==> config.mk <==
export PLATFORM = sky130hd
export DESIGN_NAME = msg_handler
export DESIGN_NICKNAME = d
export VERILOG_FILES = /design/src/hw/msg_pkg.sv /design/src/hw/crc16_step.sv /design/src/hw/msg_handler.sv
export SDC_FILE = /design/constraint.sdc
export NUM_CORES = 2
export LEC_CHECK = 0
export ABC_AREA = 1
export ABC_CLOCK_PERIOD_IN_PS = 68500
export BUFFER_PORTS_ARGS = -buffer_cell sky130_fd_sc_hd__buf_2
export CAP_MARGIN = 20
export CORE_UTILIZATION = 56
export CTS_BUF_LIST = sky130_fd_sc_hd__clkbuf_16
export CTS_CLUSTER_DIAMETER = 30
export DETAILED_ROUTE_END_ITERATION = 16
export PLACE_DENSITY = 0.7
export SKIP_LAST_GASP = 1
export SYNTH_ARGS = -nofsm -noshare
export SYNTH_HDL_FRONTEND = slang
export SYNTH_SLANG_ARGS = --single-unit
export TNS_END_PERCENT = 50
==> constraint.sdc <==
create_clock -name sys_clk -period 68.5 [get_ports sys_clk]
set_input_delay 6.85 -clock sys_clk [delete_from_list [all_inputs] [get_ports sys_clk]]
set_output_delay 6.85 -clock sys_clk [all_outputs]
set_load 0.1 [all_outputs]
==> src/hw/msg_pkg.sv <==
package msg_pkg;

    // -----------------------------------------------------------------
    // function and error codes
    // -----------------------------------------------------------------
    localparam logic [7:0] FC_READ = 8'h03;
    localparam logic [7:0] FC_LOOP = 8'h08;
    localparam logic [7:0] FC_WRITE = 8'h10;
    localparam logic [7:0] FC_ERR_FLAG = 8'h80;
    localparam logic [7:0] EC_BAD_FUNC = 8'h01;
    localparam logic [7:0] EC_READ_ONLY = 8'h02;
    localparam logic [7:0] EC_BAD_QTY = 8'h03;
    localparam logic [7:0] BCAST_ADDR = 8'h00;

    // -----------------------------------------------------------------
    // checksum constants
    // -----------------------------------------------------------------
    localparam logic [15:0] CRC_PRESET = 16'hFFFF;
    localparam logic [15:0] CRC_POLY = 16'hA001;
    localparam logic [15:0] CRC_GOOD = 16'h0000;
    localparam int CRC_BITS = 8;

    // -----------------------------------------------------------------
    // frame sizes and byte positions
    // -----------------------------------------------------------------
    localparam int MAX_REGS = 16;
    localparam int RX_MAX = 41;
    localparam int TX_MAX = 35;
    localparam int FIXED_LEN = 8;
    localparam int WR_OVERHEAD = 9;
    localparam int MIN_LEN = 4;
    localparam int POS_ADDR = 0;
    localparam int POS_FUNC = 1;
    localparam int POS_START_HI = 2;
    localparam int POS_START_LO = 3;
    localparam int POS_QTY_HI = 4;
    localparam int POS_QTY_LO = 5;
    localparam int POS_BCNT = 6;
    localparam int POS_WDATA = 7;
    localparam int POS_RCNT = 2;
    localparam int RD_HDR = 3;
    localparam int ECHO_LEN = 6;
    localparam int ERR_LEN = 3;

    // -----------------------------------------------------------------
    // register space categories and their default boundaries
    // -----------------------------------------------------------------
    localparam logic [15:0] MONITOR_BASE = 16'h0020;
    localparam logic [15:0] BCAST_BASE = 16'h0100;

    typedef enum logic [1:0] {
        CAT_COMMAND,
        CAT_MONITOR,
        CAT_BROADCAST
    } reg_cat_t;

    typedef struct packed {
        logic wr;
        logic rd;
        reg_cat_t cat;
        logic [15:0] addr;
        logic [15:0] wdata;
    } reg_req_t;

endpackage : msg_pkg

==> src/hw/crc16_step.sv <==
`timescale 1ns/1ns
`default_nettype none

// one whole byte through the reflected checksum, eight shifts
module crc16_step (
    // running value
    input wire logic [15:0] crc_in,
    // byte to fold in
    input wire logic [7:0] data,
    output logic [15:0] crc_out
);

    // xor the byte in, then shift right and fold the polynomial on overflow
    always_comb begin
        crc_out = crc_in ^ {8'h00, data};
        for (int i = 0; i < msg_pkg::CRC_BITS; i++) begin
            if (crc_out[0]) begin
                crc_out = (crc_out >> 1) ^ msg_pkg::CRC_POLY;
            end else begin
                crc_out = crc_out >> 1;
            end
        end
    end

endmodule : crc16_step
`default_nettype wire

==> src/hw/msg_handler.sv <==
`timescale 1ns/1ns
`default_nettype none

//Contract
// - Function 03H reads up to 16 consecutive registers from the start address.
// - Function 08H echoes the command frame byte for byte.
// - Function 10H writes supplied words to successive registers from start.
// - Every data word travels high byte first, low byte second.
// - Register space splits into command, monitor and broadcast data.
// - Checksum: preset FFFFH, bytewise right shifts, xor A001H, from address.
// - Address 0 is broadcast: acted on, never answered; only function 10H writes are carried out, 03H and 08H are dropped.
// - Every register is exactly one two-byte word.
module msg_handler (
    // clock and reset
    input wire logic sys_clk,
    input wire logic sys_rst,
    // own station address
    input wire logic [7:0] station_addr,
    // received byte stream from the serial framer
    input wire logic [7:0] rx_byte,
    input wire logic rx_valid,
    input wire logic rx_frame_end,
    // transmitted byte stream to the serial framer
    output logic [7:0] tx_byte_r,
    output logic tx_valid_r,
    input wire logic tx_ready,
    // register table access
    output msg_pkg::reg_req_t reg_req_r,
    input wire logic [15:0] reg_rdata,
    // status
    output logic busy_r
);

    // -----------------------------------------------------------------
    // state
    // -----------------------------------------------------------------
    typedef enum logic [2:0] {
        ST_RECV, ST_CHECK, ST_READ, ST_READ_WAIT, ST_READ_CAP, ST_WRITE, ST_SEND
    } state_t;

    state_t state_r, state_nxt;
    logic [7:0] rxb_r [msg_pkg::RX_MAX];
    logic [7:0] rxb_nxt [msg_pkg::RX_MAX];
    logic [7:0] txb_r [msg_pkg::TX_MAX];
    logic [7:0] txb_nxt [msg_pkg::TX_MAX];
    logic [5:0] rx_cnt_r, rx_cnt_nxt;
    logic rx_ovf_r, rx_ovf_nxt;
    logic [15:0] rx_crc_r, rx_crc_nxt, rx_crc_step;
    logic [15:0] tx_crc_r, tx_crc_nxt, tx_crc_step;
    logic [5:0] tx_len_r, tx_len_nxt;
    logic [5:0] tx_idx_r, tx_idx_nxt;
    logic [4:0] idx_r, idx_nxt;
    logic no_reply_r, no_reply_nxt;
    logic [7:0] tx_byte_nxt;
    logic tx_valid_nxt;
    msg_pkg::reg_req_t reg_req_nxt;
    logic busy_nxt;

    // request fields decoded from the buffer
    logic [15:0] start_addr, qty, last_addr, cur_addr;
    logic [7:0] func, load_byte;
    logic bcast, qty_ok, ro_hit;

    assign func = rxb_r[msg_pkg::POS_FUNC];
    assign start_addr = {rxb_r[msg_pkg::POS_START_HI], rxb_r[msg_pkg::POS_START_LO]};
    assign qty = {rxb_r[msg_pkg::POS_QTY_HI], rxb_r[msg_pkg::POS_QTY_LO]};
    assign last_addr = start_addr + qty - 16'h0001;
    assign cur_addr = start_addr + {11'h000, idx_r};
    assign bcast = (rxb_r[msg_pkg::POS_ADDR] == msg_pkg::BCAST_ADDR);
    assign qty_ok = (qty != 16'h0000) && (qty <= 16'(msg_pkg::MAX_REGS));
    // monitor data cannot be written
    assign ro_hit = (start_addr < msg_pkg::BCAST_BASE) && (last_addr >= msg_pkg::MONITOR_BASE);
    assign load_byte = txb_r[tx_idx_r];

    // checksum steppers for the receive and transmit streams
    crc16_step u_rx_crc (
        .crc_in(rx_crc_r),
        .data(rx_byte),
        .crc_out(rx_crc_step)
    );

    crc16_step u_tx_crc (
        .crc_in(tx_crc_r),
        .data(load_byte),
        .crc_out(tx_crc_step)
    );

    // map a register address to its data category
    function automatic msg_pkg::reg_cat_t cat_of(input logic [15:0] a);
        if (a >= msg_pkg::BCAST_BASE) begin
            cat_of = msg_pkg::CAT_BROADCAST;
        end else if (a >= msg_pkg::MONITOR_BASE) begin
            cat_of = msg_pkg::CAT_MONITOR;
        end else begin
            cat_of = msg_pkg::CAT_COMMAND;
        end
    endfunction : cat_of

    // -----------------------------------------------------------------
    // next state
    // -----------------------------------------------------------------
    always_comb begin
        state_nxt = state_r;
        rxb_nxt = rxb_r;
        txb_nxt = txb_r;
        rx_cnt_nxt = rx_cnt_r;
        rx_ovf_nxt = rx_ovf_r;
        rx_crc_nxt = rx_crc_r;
        tx_crc_nxt = tx_crc_r;
        tx_len_nxt = tx_len_r;
        tx_idx_nxt = tx_idx_r;
        idx_nxt = idx_r;
        no_reply_nxt = no_reply_r;
        tx_byte_nxt = tx_byte_r;
        tx_valid_nxt = tx_valid_r;
        reg_req_nxt = reg_req_r;
        reg_req_nxt.wr = 1'b0;
        reg_req_nxt.rd = 1'b0;
        case (state_r)
            ST_RECV: begin
                // collect bytes and run the checksum from the address byte on
                if (rx_valid) begin
                    if (rx_cnt_r < 6'(msg_pkg::RX_MAX)) begin
                        rxb_nxt[rx_cnt_r] = rx_byte;
                        rx_cnt_nxt = rx_cnt_r + 6'h01;
                    end else begin
                        rx_ovf_nxt = 1'b1;
                    end
                    rx_crc_nxt = rx_crc_step;
                end else if (rx_frame_end) begin
                    state_nxt = ST_CHECK;
                end
            end
            ST_CHECK: begin
                // checksum over the whole frame, its own checksum included, leaves zero
                state_nxt = ST_RECV;
                no_reply_nxt = bcast;
                tx_idx_nxt = 6'h00;
                tx_crc_nxt = msg_pkg::CRC_PRESET;
                txb_nxt[msg_pkg::POS_ADDR] = rxb_r[msg_pkg::POS_ADDR];
                txb_nxt[msg_pkg::POS_FUNC] = func;
                if ((rx_crc_r != msg_pkg::CRC_GOOD) || rx_ovf_r ||
                    (rx_cnt_r < 6'(msg_pkg::MIN_LEN)) ||
                    (!bcast && (rxb_r[msg_pkg::POS_ADDR] != station_addr))) begin
                    state_nxt = ST_RECV;
                end else if (func == msg_pkg::FC_READ) begin
                    if (!qty_ok || (rx_cnt_r != 6'(msg_pkg::FIXED_LEN))) begin
                        state_nxt = ST_SEND;
                        txb_nxt[msg_pkg::POS_FUNC] = func | msg_pkg::FC_ERR_FLAG;
                        txb_nxt[msg_pkg::POS_RCNT] = msg_pkg::EC_BAD_QTY;
                        tx_len_nxt = 6'(msg_pkg::ERR_LEN);
                    end else begin
                        state_nxt = ST_READ;
                        idx_nxt = 5'h00;
                        txb_nxt[msg_pkg::POS_RCNT] = {qty[6:0], 1'b0};
                        tx_len_nxt = 6'(msg_pkg::RD_HDR) + (qty[5:0] << 1);
                    end
                end else if (func == msg_pkg::FC_LOOP &&
                             rx_cnt_r == 6'(msg_pkg::FIXED_LEN)) begin
                    // any test code and data are echoed, checksum rebuilt identically
                    state_nxt = ST_SEND;
                    for (int i = 0; i < msg_pkg::ECHO_LEN; i++) begin
                        txb_nxt[i] = rxb_r[i];
                    end
                    tx_len_nxt = 6'(msg_pkg::ECHO_LEN);
                end else if (func == msg_pkg::FC_WRITE) begin
                    if (!qty_ok || ({8'h00, rxb_r[msg_pkg::POS_BCNT]} != (qty << 1)) ||
                        (rx_cnt_r != 6'(msg_pkg::WR_OVERHEAD) +
                                     rxb_r[msg_pkg::POS_BCNT][5:0])) begin
                        state_nxt = ST_SEND;
                        txb_nxt[msg_pkg::POS_FUNC] = func | msg_pkg::FC_ERR_FLAG;
                        txb_nxt[msg_pkg::POS_RCNT] = msg_pkg::EC_BAD_QTY;
                        tx_len_nxt = 6'(msg_pkg::ERR_LEN);
                    end else if (ro_hit) begin
                        state_nxt = ST_SEND;
                        txb_nxt[msg_pkg::POS_FUNC] = func | msg_pkg::FC_ERR_FLAG;
                        txb_nxt[msg_pkg::POS_RCNT] = msg_pkg::EC_READ_ONLY;
                        tx_len_nxt = 6'(msg_pkg::ERR_LEN);
                    end else begin
                        state_nxt = ST_WRITE;
                        idx_nxt = 5'h00;
                        for (int i = msg_pkg::POS_START_HI; i < msg_pkg::ECHO_LEN; i++) begin
                            txb_nxt[i] = rxb_r[i];
                        end
                        tx_len_nxt = 6'(msg_pkg::ECHO_LEN);
                    end
                end else begin
                    state_nxt = ST_SEND;
                    txb_nxt[msg_pkg::POS_FUNC] = func | msg_pkg::FC_ERR_FLAG;
                    txb_nxt[msg_pkg::POS_RCNT] = msg_pkg::EC_BAD_FUNC;
                    tx_len_nxt = 6'(msg_pkg::ERR_LEN);
                end
                // broadcast frames are never answered, and only writes are carried out
                if (bcast && state_nxt != ST_WRITE) begin
                    state_nxt = ST_RECV;
                end
            end
            ST_READ: begin
                // one read strobe per register, data one cycle later
                reg_req_nxt.rd = 1'b1;
                reg_req_nxt.addr = cur_addr;
                reg_req_nxt.cat = cat_of(cur_addr);
                state_nxt = ST_READ_WAIT;
            end
            ST_READ_WAIT: begin
                state_nxt = ST_READ_CAP;
            end
            ST_READ_CAP: begin
                txb_nxt[msg_pkg::RD_HDR + 2 * idx_r] = reg_rdata[15:8];
                txb_nxt[msg_pkg::RD_HDR + 2 * idx_r + 1] = reg_rdata[7:0];
                idx_nxt = idx_r + 5'h01;
                state_nxt = ({11'h000, idx_nxt} == qty) ? ST_SEND : ST_READ;
            end
            ST_WRITE: begin
                // successive words into successive registers, high byte first
                reg_req_nxt.wr = 1'b1;
                reg_req_nxt.addr = cur_addr;
                reg_req_nxt.cat = bcast ? msg_pkg::CAT_BROADCAST : cat_of(cur_addr);
                reg_req_nxt.wdata = {rxb_r[msg_pkg::POS_WDATA + 2 * idx_r],
                                     rxb_r[msg_pkg::POS_WDATA + 2 * idx_r + 1]};
                idx_nxt = idx_r + 5'h01;
                if ({11'h000, idx_nxt} == qty) begin
                    state_nxt = no_reply_r ? ST_RECV : ST_SEND;
                end
            end
            ST_SEND: begin
                // stream body, then checksum low byte and high byte
                if (!tx_valid_r || tx_ready) begin
                    if (tx_idx_r < tx_len_r) begin
                        tx_byte_nxt = load_byte;
                        tx_valid_nxt = 1'b1;
                        tx_crc_nxt = tx_crc_step;
                    end else if (tx_idx_r == tx_len_r) begin
                        tx_byte_nxt = tx_crc_r[7:0];
                        tx_valid_nxt = 1'b1;
                    end else if (tx_idx_r == tx_len_r + 6'h01) begin
                        tx_byte_nxt = tx_crc_r[15:8];
                        tx_valid_nxt = 1'b1;
                    end else begin
                        tx_valid_nxt = 1'b0;
                        state_nxt = ST_RECV;
                    end
                    tx_idx_nxt = tx_idx_r + 6'h01;
                end
            end
            default: begin
                state_nxt = ST_RECV;
            end
        endcase
        if (state_r != ST_RECV && state_nxt == ST_RECV) begin
            rx_cnt_nxt = 6'h00;
            rx_ovf_nxt = 1'b0;
            rx_crc_nxt = msg_pkg::CRC_PRESET;
        end
        // stay busy through the last write strobe of an unanswered frame
        busy_nxt = (state_nxt != ST_RECV) || reg_req_nxt.wr;
    end

    // -----------------------------------------------------------------
    // registers
    // -----------------------------------------------------------------
    always_ff @(posedge sys_clk or posedge sys_rst) begin
        if (sys_rst) begin
            state_r <= ST_RECV;
            rx_cnt_r <= 6'h00;
            rx_ovf_r <= 1'b0;
            rx_crc_r <= msg_pkg::CRC_PRESET;
            tx_crc_r <= msg_pkg::CRC_PRESET;
            tx_len_r <= 6'h00;
            tx_idx_r <= 6'h00;
            idx_r <= 5'h00;
            no_reply_r <= 1'b0;
            tx_byte_r <= 8'h00;
            tx_valid_r <= 1'b0;
            reg_req_r <= '0;
            busy_r <= 1'b0;
            for (int i = 0; i < msg_pkg::RX_MAX; i++) begin
                rxb_r[i] <= 8'h00;
            end
            for (int i = 0; i < msg_pkg::TX_MAX; i++) begin
                txb_r[i] <= 8'h00;
            end
        end else begin
            state_r <= state_nxt;
            rx_cnt_r <= rx_cnt_nxt;
            rx_ovf_r <= rx_ovf_nxt;
            rx_crc_r <= rx_crc_nxt;
            tx_crc_r <= tx_crc_nxt;
            tx_len_r <= tx_len_nxt;
            tx_idx_r <= tx_idx_nxt;
            idx_r <= idx_nxt;
            no_reply_r <= no_reply_nxt;
            tx_byte_r <= tx_byte_nxt;
            tx_valid_r <= tx_valid_nxt;
            reg_req_r <= reg_req_nxt;
            busy_r <= busy_nxt;
            rxb_r <= rxb_nxt;
            txb_r <= txb_nxt;
        end
    end

endmodule : msg_handler
`default_nettype wire

After elaboration in Yosys (flattened, before gate mapping) --
Cells that the tools add are included.
Storage, ports and cells: flip-flop bits (word level) 714, word-level logic and storage cells 336
Operators by class: $add $sub $neg 13, order comparisons 17, equality and inequality tests 31, mux-type cells 109, bitwise operators 25, reductions and logical operators 48
Operators with widths (number):
- bitwise mux 280 bit | 2
- two-way mux 16 bit | 24
- bitwise mux 328 bit | 1
- binary-select mux 8 bit (select 6 bit) | 3
- demux 8 bit (select 6 bit) | 3
- >= comparator 33 x 7 -> 1 bit, second input constant | 4
- two-way mux 8 bit | 16
- two-way mux 24 bit | 4
- case mux 48 bit (2 select lines) | 1
- two-way mux 40 bit | 2
- less-than comparator 33 x 1 -> 1 bit, second input constant | 2
- NOT 32 -> 33 bit | 2
- NOT 8 -> 33 bit | 2
- two-way mux 3 bit | 17
- two-way mux 6 bit | 8
- NOT 2 -> 3 bit | 16
- case mux 18 bit (2 select lines) | 1
- two-way mux 5 bit | 7
- >= comparator 16 x 6 -> 1 bit, second input constant | 2
- case mux 16 bit (2 select lines) | 1
- nonzero test 16 bit | 2
- XOR 16 x 8 -> 16 bit | 2
- != test 3 bit, second input constant | 9
- case mux 3 bit (7 select lines) | 1
- 51 further kinds | 111

Depth between registers and ports, before layout --
word-level depth 24, depth in mapped cells 26, mapped depth without buffers 24

By module --
Synthesis repeated with hierarchy kept, for this count alone.
Unflattened totals: cell total of the unflattened synthesis 4390, area total of the unflattened synthesis 36009.5 µm²
By module, submodules not included:
- msg_handler | times used 1, cells an instance 4260, area each 35118.7 µm²
- crc16_step | times used 2, cells an instance 65, area each 445.4 µm²

Worst setup path after synthesis --
No wires, ideal clock.
path type input to register, from input port rx_byte[1], to register rx_crc_r[0], setup time 0.060 ns, arrival time 8.392 ns, slack 60.048 ns, stages 12, path through xnor2_1 > xnor2_1 > xnor2_1 > xor2_1 > xor2_1 > xor2_1 > inv_1 > nand2_1 > nand3_1 > o211ai_1 > nand2_1 > nand2_1
On the way: longest elaborated chain between the ends 13
Ends and longest elaborated chain:
- start, declared | RTL line msg_handler.sv:20 | input wire logic [7:0] rx_byte,
- XOR 16 x 8 -> 16 bit (*) | RTL line crc16_step.sv:15 | crc_out = crc_in ^ {8'h00, data};
- NOT 2 -> 3 bit (no source line)
- two-way mux 16 bit (*) (8 in a row) | RTL line crc16_step.sv:17 | if (crc_out[0]) begin
- two-way mux 16 bit (*) | RTL line msg_handler.sv:122 | if (rx_valid) begin
- two-way mux 16 bit (*) | RTL line msg_handler.sv:119 | case (state_r)
- two-way mux 16 bit (*) | RTL line msg_handler.sv:250 | if (state_r != ST_RECV && state_nxt == ST_RECV) begin
- end signal, assigned | RTL line msg_handler.sv:267 | rx_crc_r <= msg_pkg::CRC_PRESET;
- end signal, assigned | RTL line msg_handler.sv:287 | rx_crc_r <= rx_crc_nxt;
- end, declared | RTL line msg_handler.sv:48 | logic [15:0] rx_crc_r, rx_crc_nxt, rx_crc_step;
Mark *: on every way between the ends. The rest lies on a longest branch, timed or not. The select of a mux whose other input is x is not followed. A chain may end at the register's enable or synchronous reset.

Final worst setup path --
from input port rx_valid, to register rxb_r[93] (netlist bit)
On the way: longest elaborated chain between the ends 1
Ends and longest elaborated chain:
- start, declared | RTL line msg_handler.sv:21 | input wire logic rx_valid,
- AND reduction 3 bit (no source line)
- end signal, assigned | RTL line msg_handler.sv:297 | rxb_r <= rxb_nxt;
- end, declared | RTL line msg_handler.sv:42 | logic [7:0] rxb_r [msg_pkg::RX_MAX];
No other way between the ends.

==> impl_metrics.env <==
export IMPL_initial_core_util=0.569
export IMPL_first_global_vias=31313
export IMPL_ir_worst_vdd_mv=0.0273
export IMPL_cts_sinks=714
export IMPL_synthCells=4547
export IMPL_setup_viol=0
export IMPL_cts_setup_buffers=0
export IMPL_internal_power_uw=1020
export IMPL_synthesis_area_mm2=0.0361
export IMPL_cts_buffers=147
export IMPL_viasPerCell=5.92
export IMPL_clock_root_buffer="clkbuf_16"
export IMPL_drc=0
export IMPL_crit_slowest_cell="nor3_2"
export IMPL_outcome="completed"
export IMPL_gp_congestion=0.948
export IMPL_arrival_ps=9650
export IMPL_finalNetCount=4662
export IMPL_routed_top_layer="met5"
export IMPL_grt_max_degree=184
export IMPL_synth_seq_area_share=0.497
export IMPL_switching_share=0.321
export IMPL_dr_wl_met2_mm=54.6
export IMPL_worst_clock_skew_ps=23.9
export IMPL_hold_viol=0
export IMPL_yosysTopAreaCell="dfrtp_1"
export IMPL_crit_required_ps=69080
export IMPL_wl_mm=116
export IMPL_min_period_over_period=0.132
export IMPL_synth_top_flop_cell="dfrtp_1"
export IMPL_htreeDepth=4
export IMPL_pwr_share_seq=0.334
export IMPL_synthTopCellsByArea="dfrtp_1 47%, nand2_1 15%, o21ai_0 9.4%"
export IMPL_synth_seq_cells=714
export IMPL_antenna_left=0
export IMPL_tightest_slew_ps=1170
export IMPL_slowest_delay_ps=580
export IMPL_wl_met1_mm=45.3
export IMPL_clk_latency_ps=740
export IMPL_num_vias=32736
export IMPL_grt_overflow=0
export IMPL_hold_ws_ps=477
export IMPL_synth_edff_count=0
export IMPL_slew_headroom=0.215
export IMPL_num_rows=92
export IMPL_p_clk_frac=0.467
export IMPL_fp_coreArea_mm2=0.0633
export IMPL_die_area_mm2=0.0654
export IMPL_cp_cell_sequence="buf_2, nand3_1, nor2_1, buf_4, inv_1, nor2_1, inv_1, nor3_2, nand2_1, nand2_1, o21ai_0"
export IMPL_io_pins=83
export IMPL_grt_pass1_wl_mm=180
export IMPL_wl_per_cell_um=21.0
export IMPL_syn_avg_cell_area_um2=7.93
export IMPL_grt_usage=0.355
export IMPL_cp_end_kind="flop"
export IMPL_dp_hpwl_mm=73.0
export IMPL_tns_ps=0
export IMPL_drt_iter0_drc=3791
export IMPL_max_freq_mhz=110
export IMPL_synth_cell_types=62
export IMPL_drv_cap=0
export IMPL_wl_met3_mm=9.50
export IMPL_ys_warnings_count=0
export IMPL_drive_gt1_frac=0.102
export IMPL_crit_type="in2reg"
export IMPL_clk_pin_slew_worst_paths_ps=50
export IMPL_holdBufCountCts=0
export IMPL_dr_pass1_iters=6
export IMPL_die_y_um=256
export IMPL_holdCritPathClass="reg2reg"
export IMPL_cts_resized=0
export IMPL_yosysTopAreaCellShare=0.473
export IMPL_antenna_found_initial=2
export IMPL_p_comb_frac=0.199
export IMPL_async_reset_ff_frac=1.00
export IMPL_power_density_mw_per_mm2=36.1
export IMPL_final_max_slew_violation_count=0
export IMPL_area_growth_pct=15.7
export IMPL_rsz0062_at_grt="false"
export IMPL_critPathLaunchType="primary input"
export IMPL_leakage_uw=0.0203
export IMPL_cts_tree="yes"
export IMPL_crit_fanout=21
export IMPL_clockBufferDepth=3
export IMPL_numPortBuffers=82
export IMPL_min_period_ps=9060
export IMPL_switchingPower_uw=483
export IMPL_die_x_um=256
export IMPL_postSynthNetCount=4641
==> power groups by stage <==
stage / combinational (uW) / sequential, uW / clock, uW
3_5_place_dp: 293 / 505 / 0
6_report: 300 / 503 / 704
5_1_grt: 335 / 505 / 729
2_1_floorplan: 219 / 487 / 0
4_1_cts: 295 / 499 / 708
3_3_place_gp: 288 / 505 / 0
==> cells by family (layout without fill, tap and decap cells) <==
logic type      after synthesis  in the layout  share of synthesized area
simple gates               1985           1985                      0.228
other cells                   0              2                          0
xor+xnor                     70             70                     0.0176
compound gates             1097           1097                      0.168
flops                       714            714                      0.497
fa+ha+maj                    57             57                     0.0202
buf+inv                     624            759                     0.0697
==> worst paths after layout <==
check / depth (start not counted) / start / endpoint / slack [ps]
max in group asynchronous: 4 / sys_rst / tx_byte_r[0]$_DFFE_PP0P_ / 59980
max reg2reg: 9 / idx_r[0]$_DFFE_PP0P_ / reg_req_r[9]$_DFFE_PP0P_ / 63880
min: 2 / txb_r[139]$_DFFE_PP0P_ / txb_r[139]$_DFFE_PP0P_ / 480
min reg2reg: 2 / txb_r[139]$_DFFE_PP0P_ / txb_r[139]$_DFFE_PP0P_ / 480
max: 11 / rx_valid / rxb_r[93]$_DFFE_PP0P_ / 59440
min in group asynchronous: 2 / sys_rst / txb_r[217]$_DFFE_PP0P_ / 6300
==> flip-flops by register name, indices dropped and copies added, names as in the netlist <==
name and flops:
reg_req_r 36, tx_crc_r 16, no_reply_r 1, idx_r 5
txb_r 280, func 8, tx_byte_r 8, busy_r 1
rx_cnt_r 6, qty 16, rx_ovf_r 1, state_r 3
tx_len_r 6, tx_valid_r 1, rxb_r 304, rx_crc_r 16
tx_idx_r 6
==> critical path, delay by kind of cell <==
| kind | cells | cell delay (ps) |
|---|---|---|
| AND/OR/NAND/NOR | 6 | 2070 |
| buffers and inverters | 4 | 590 |
| AO/OA/AOI/OAI | 1 | 110 |
==> Yosys cell counts (9+ instances only) <==
cell type and number:
a21oi_1 148, a22oi_1 37, a31oi_1 39, buf_2 24
buf_4 15, buf_6 11, clkbuf_1 198, clkinv_1 11
dfrtp_1 682, dfstp_2 32, ha_1 55, inv_1 333
inv_2 29, nand2_1 1396, nand3_1 201, nand3b_1 9
nand4_1 71, nor2_1 219, nor3_1 34, nor3_2 9
nor4_1 13, o211ai_1 19, o21ai_0 680, o21ai_1 51
o21ai_2 24, o221ai_1 24, o22ai_1 25, o31ai_1 10
xnor2_1 20, xor2_1 47
==> metrics by stage <==
step           utilization  cells  total power [uW]  cell area [um^2]  setup slack (ps)
4_1_cts              0.659   5527              1500             41700             59530
3_3_place_gp         0.581   5264               793             36800             58860
3_5_place_dp         0.581   5264               798             36800             58720
6_report             0.659   5530              1510             41700             59440
5_1_grt              0.659   5530              1570             41700             59220
2_1_floorplan            -   4547               706             36100             41680
==> metal layers <==
metal,global-route usage,vias to the layer above
li1,-,15121
met1,0.449,15701
met2,0.573,1540
met3,0.0686,372
met4,0.201,2
met5,0,-
==> layout make-up <==
cell class	count	area, um^2
Clock buffer	149	3730
Multi-Input combinational cell	3209	15700
Inverter	373	1410
Timing Repair Buffer	123	743
Tap cell	846	1060
Antenna cell	2	5.00
Clock inverter	114	1200
Sequential cell	714	17900
Fill cell	5452	21600
==> cells in the final DEF (no fill, tap or decap), types with 18 or more instances in the layout <==
cell,netlist,layout
buf_4,15,39
o21ai_2,24,24
bufinv_16,0,18
dfstp_2,32,32
nand2_1,1396,1396
o211ai_1,19,19
o22ai_1,25,25
xor2_1,47,46
nand3_1,201,201
inv_1,333,354
clkinv_2,0,24
buf_2,24,82
dfrtp_1,682,680
nand4_1,71,71
a22oi_1,37,37
ha_1,55,55
a31oi_1,39,39
o21ai_0,680,680
nor2_1,219,217
clkbuf_16,0,149
a21oi_1,148,148
clkinv_1,11,27
nor3_1,34,34
inv_2,29,29
xnor2_1,20,20
o21ai_1,51,51
o221ai_1,24,24
No activity file was read; power rests on OpenSTA's default activity.
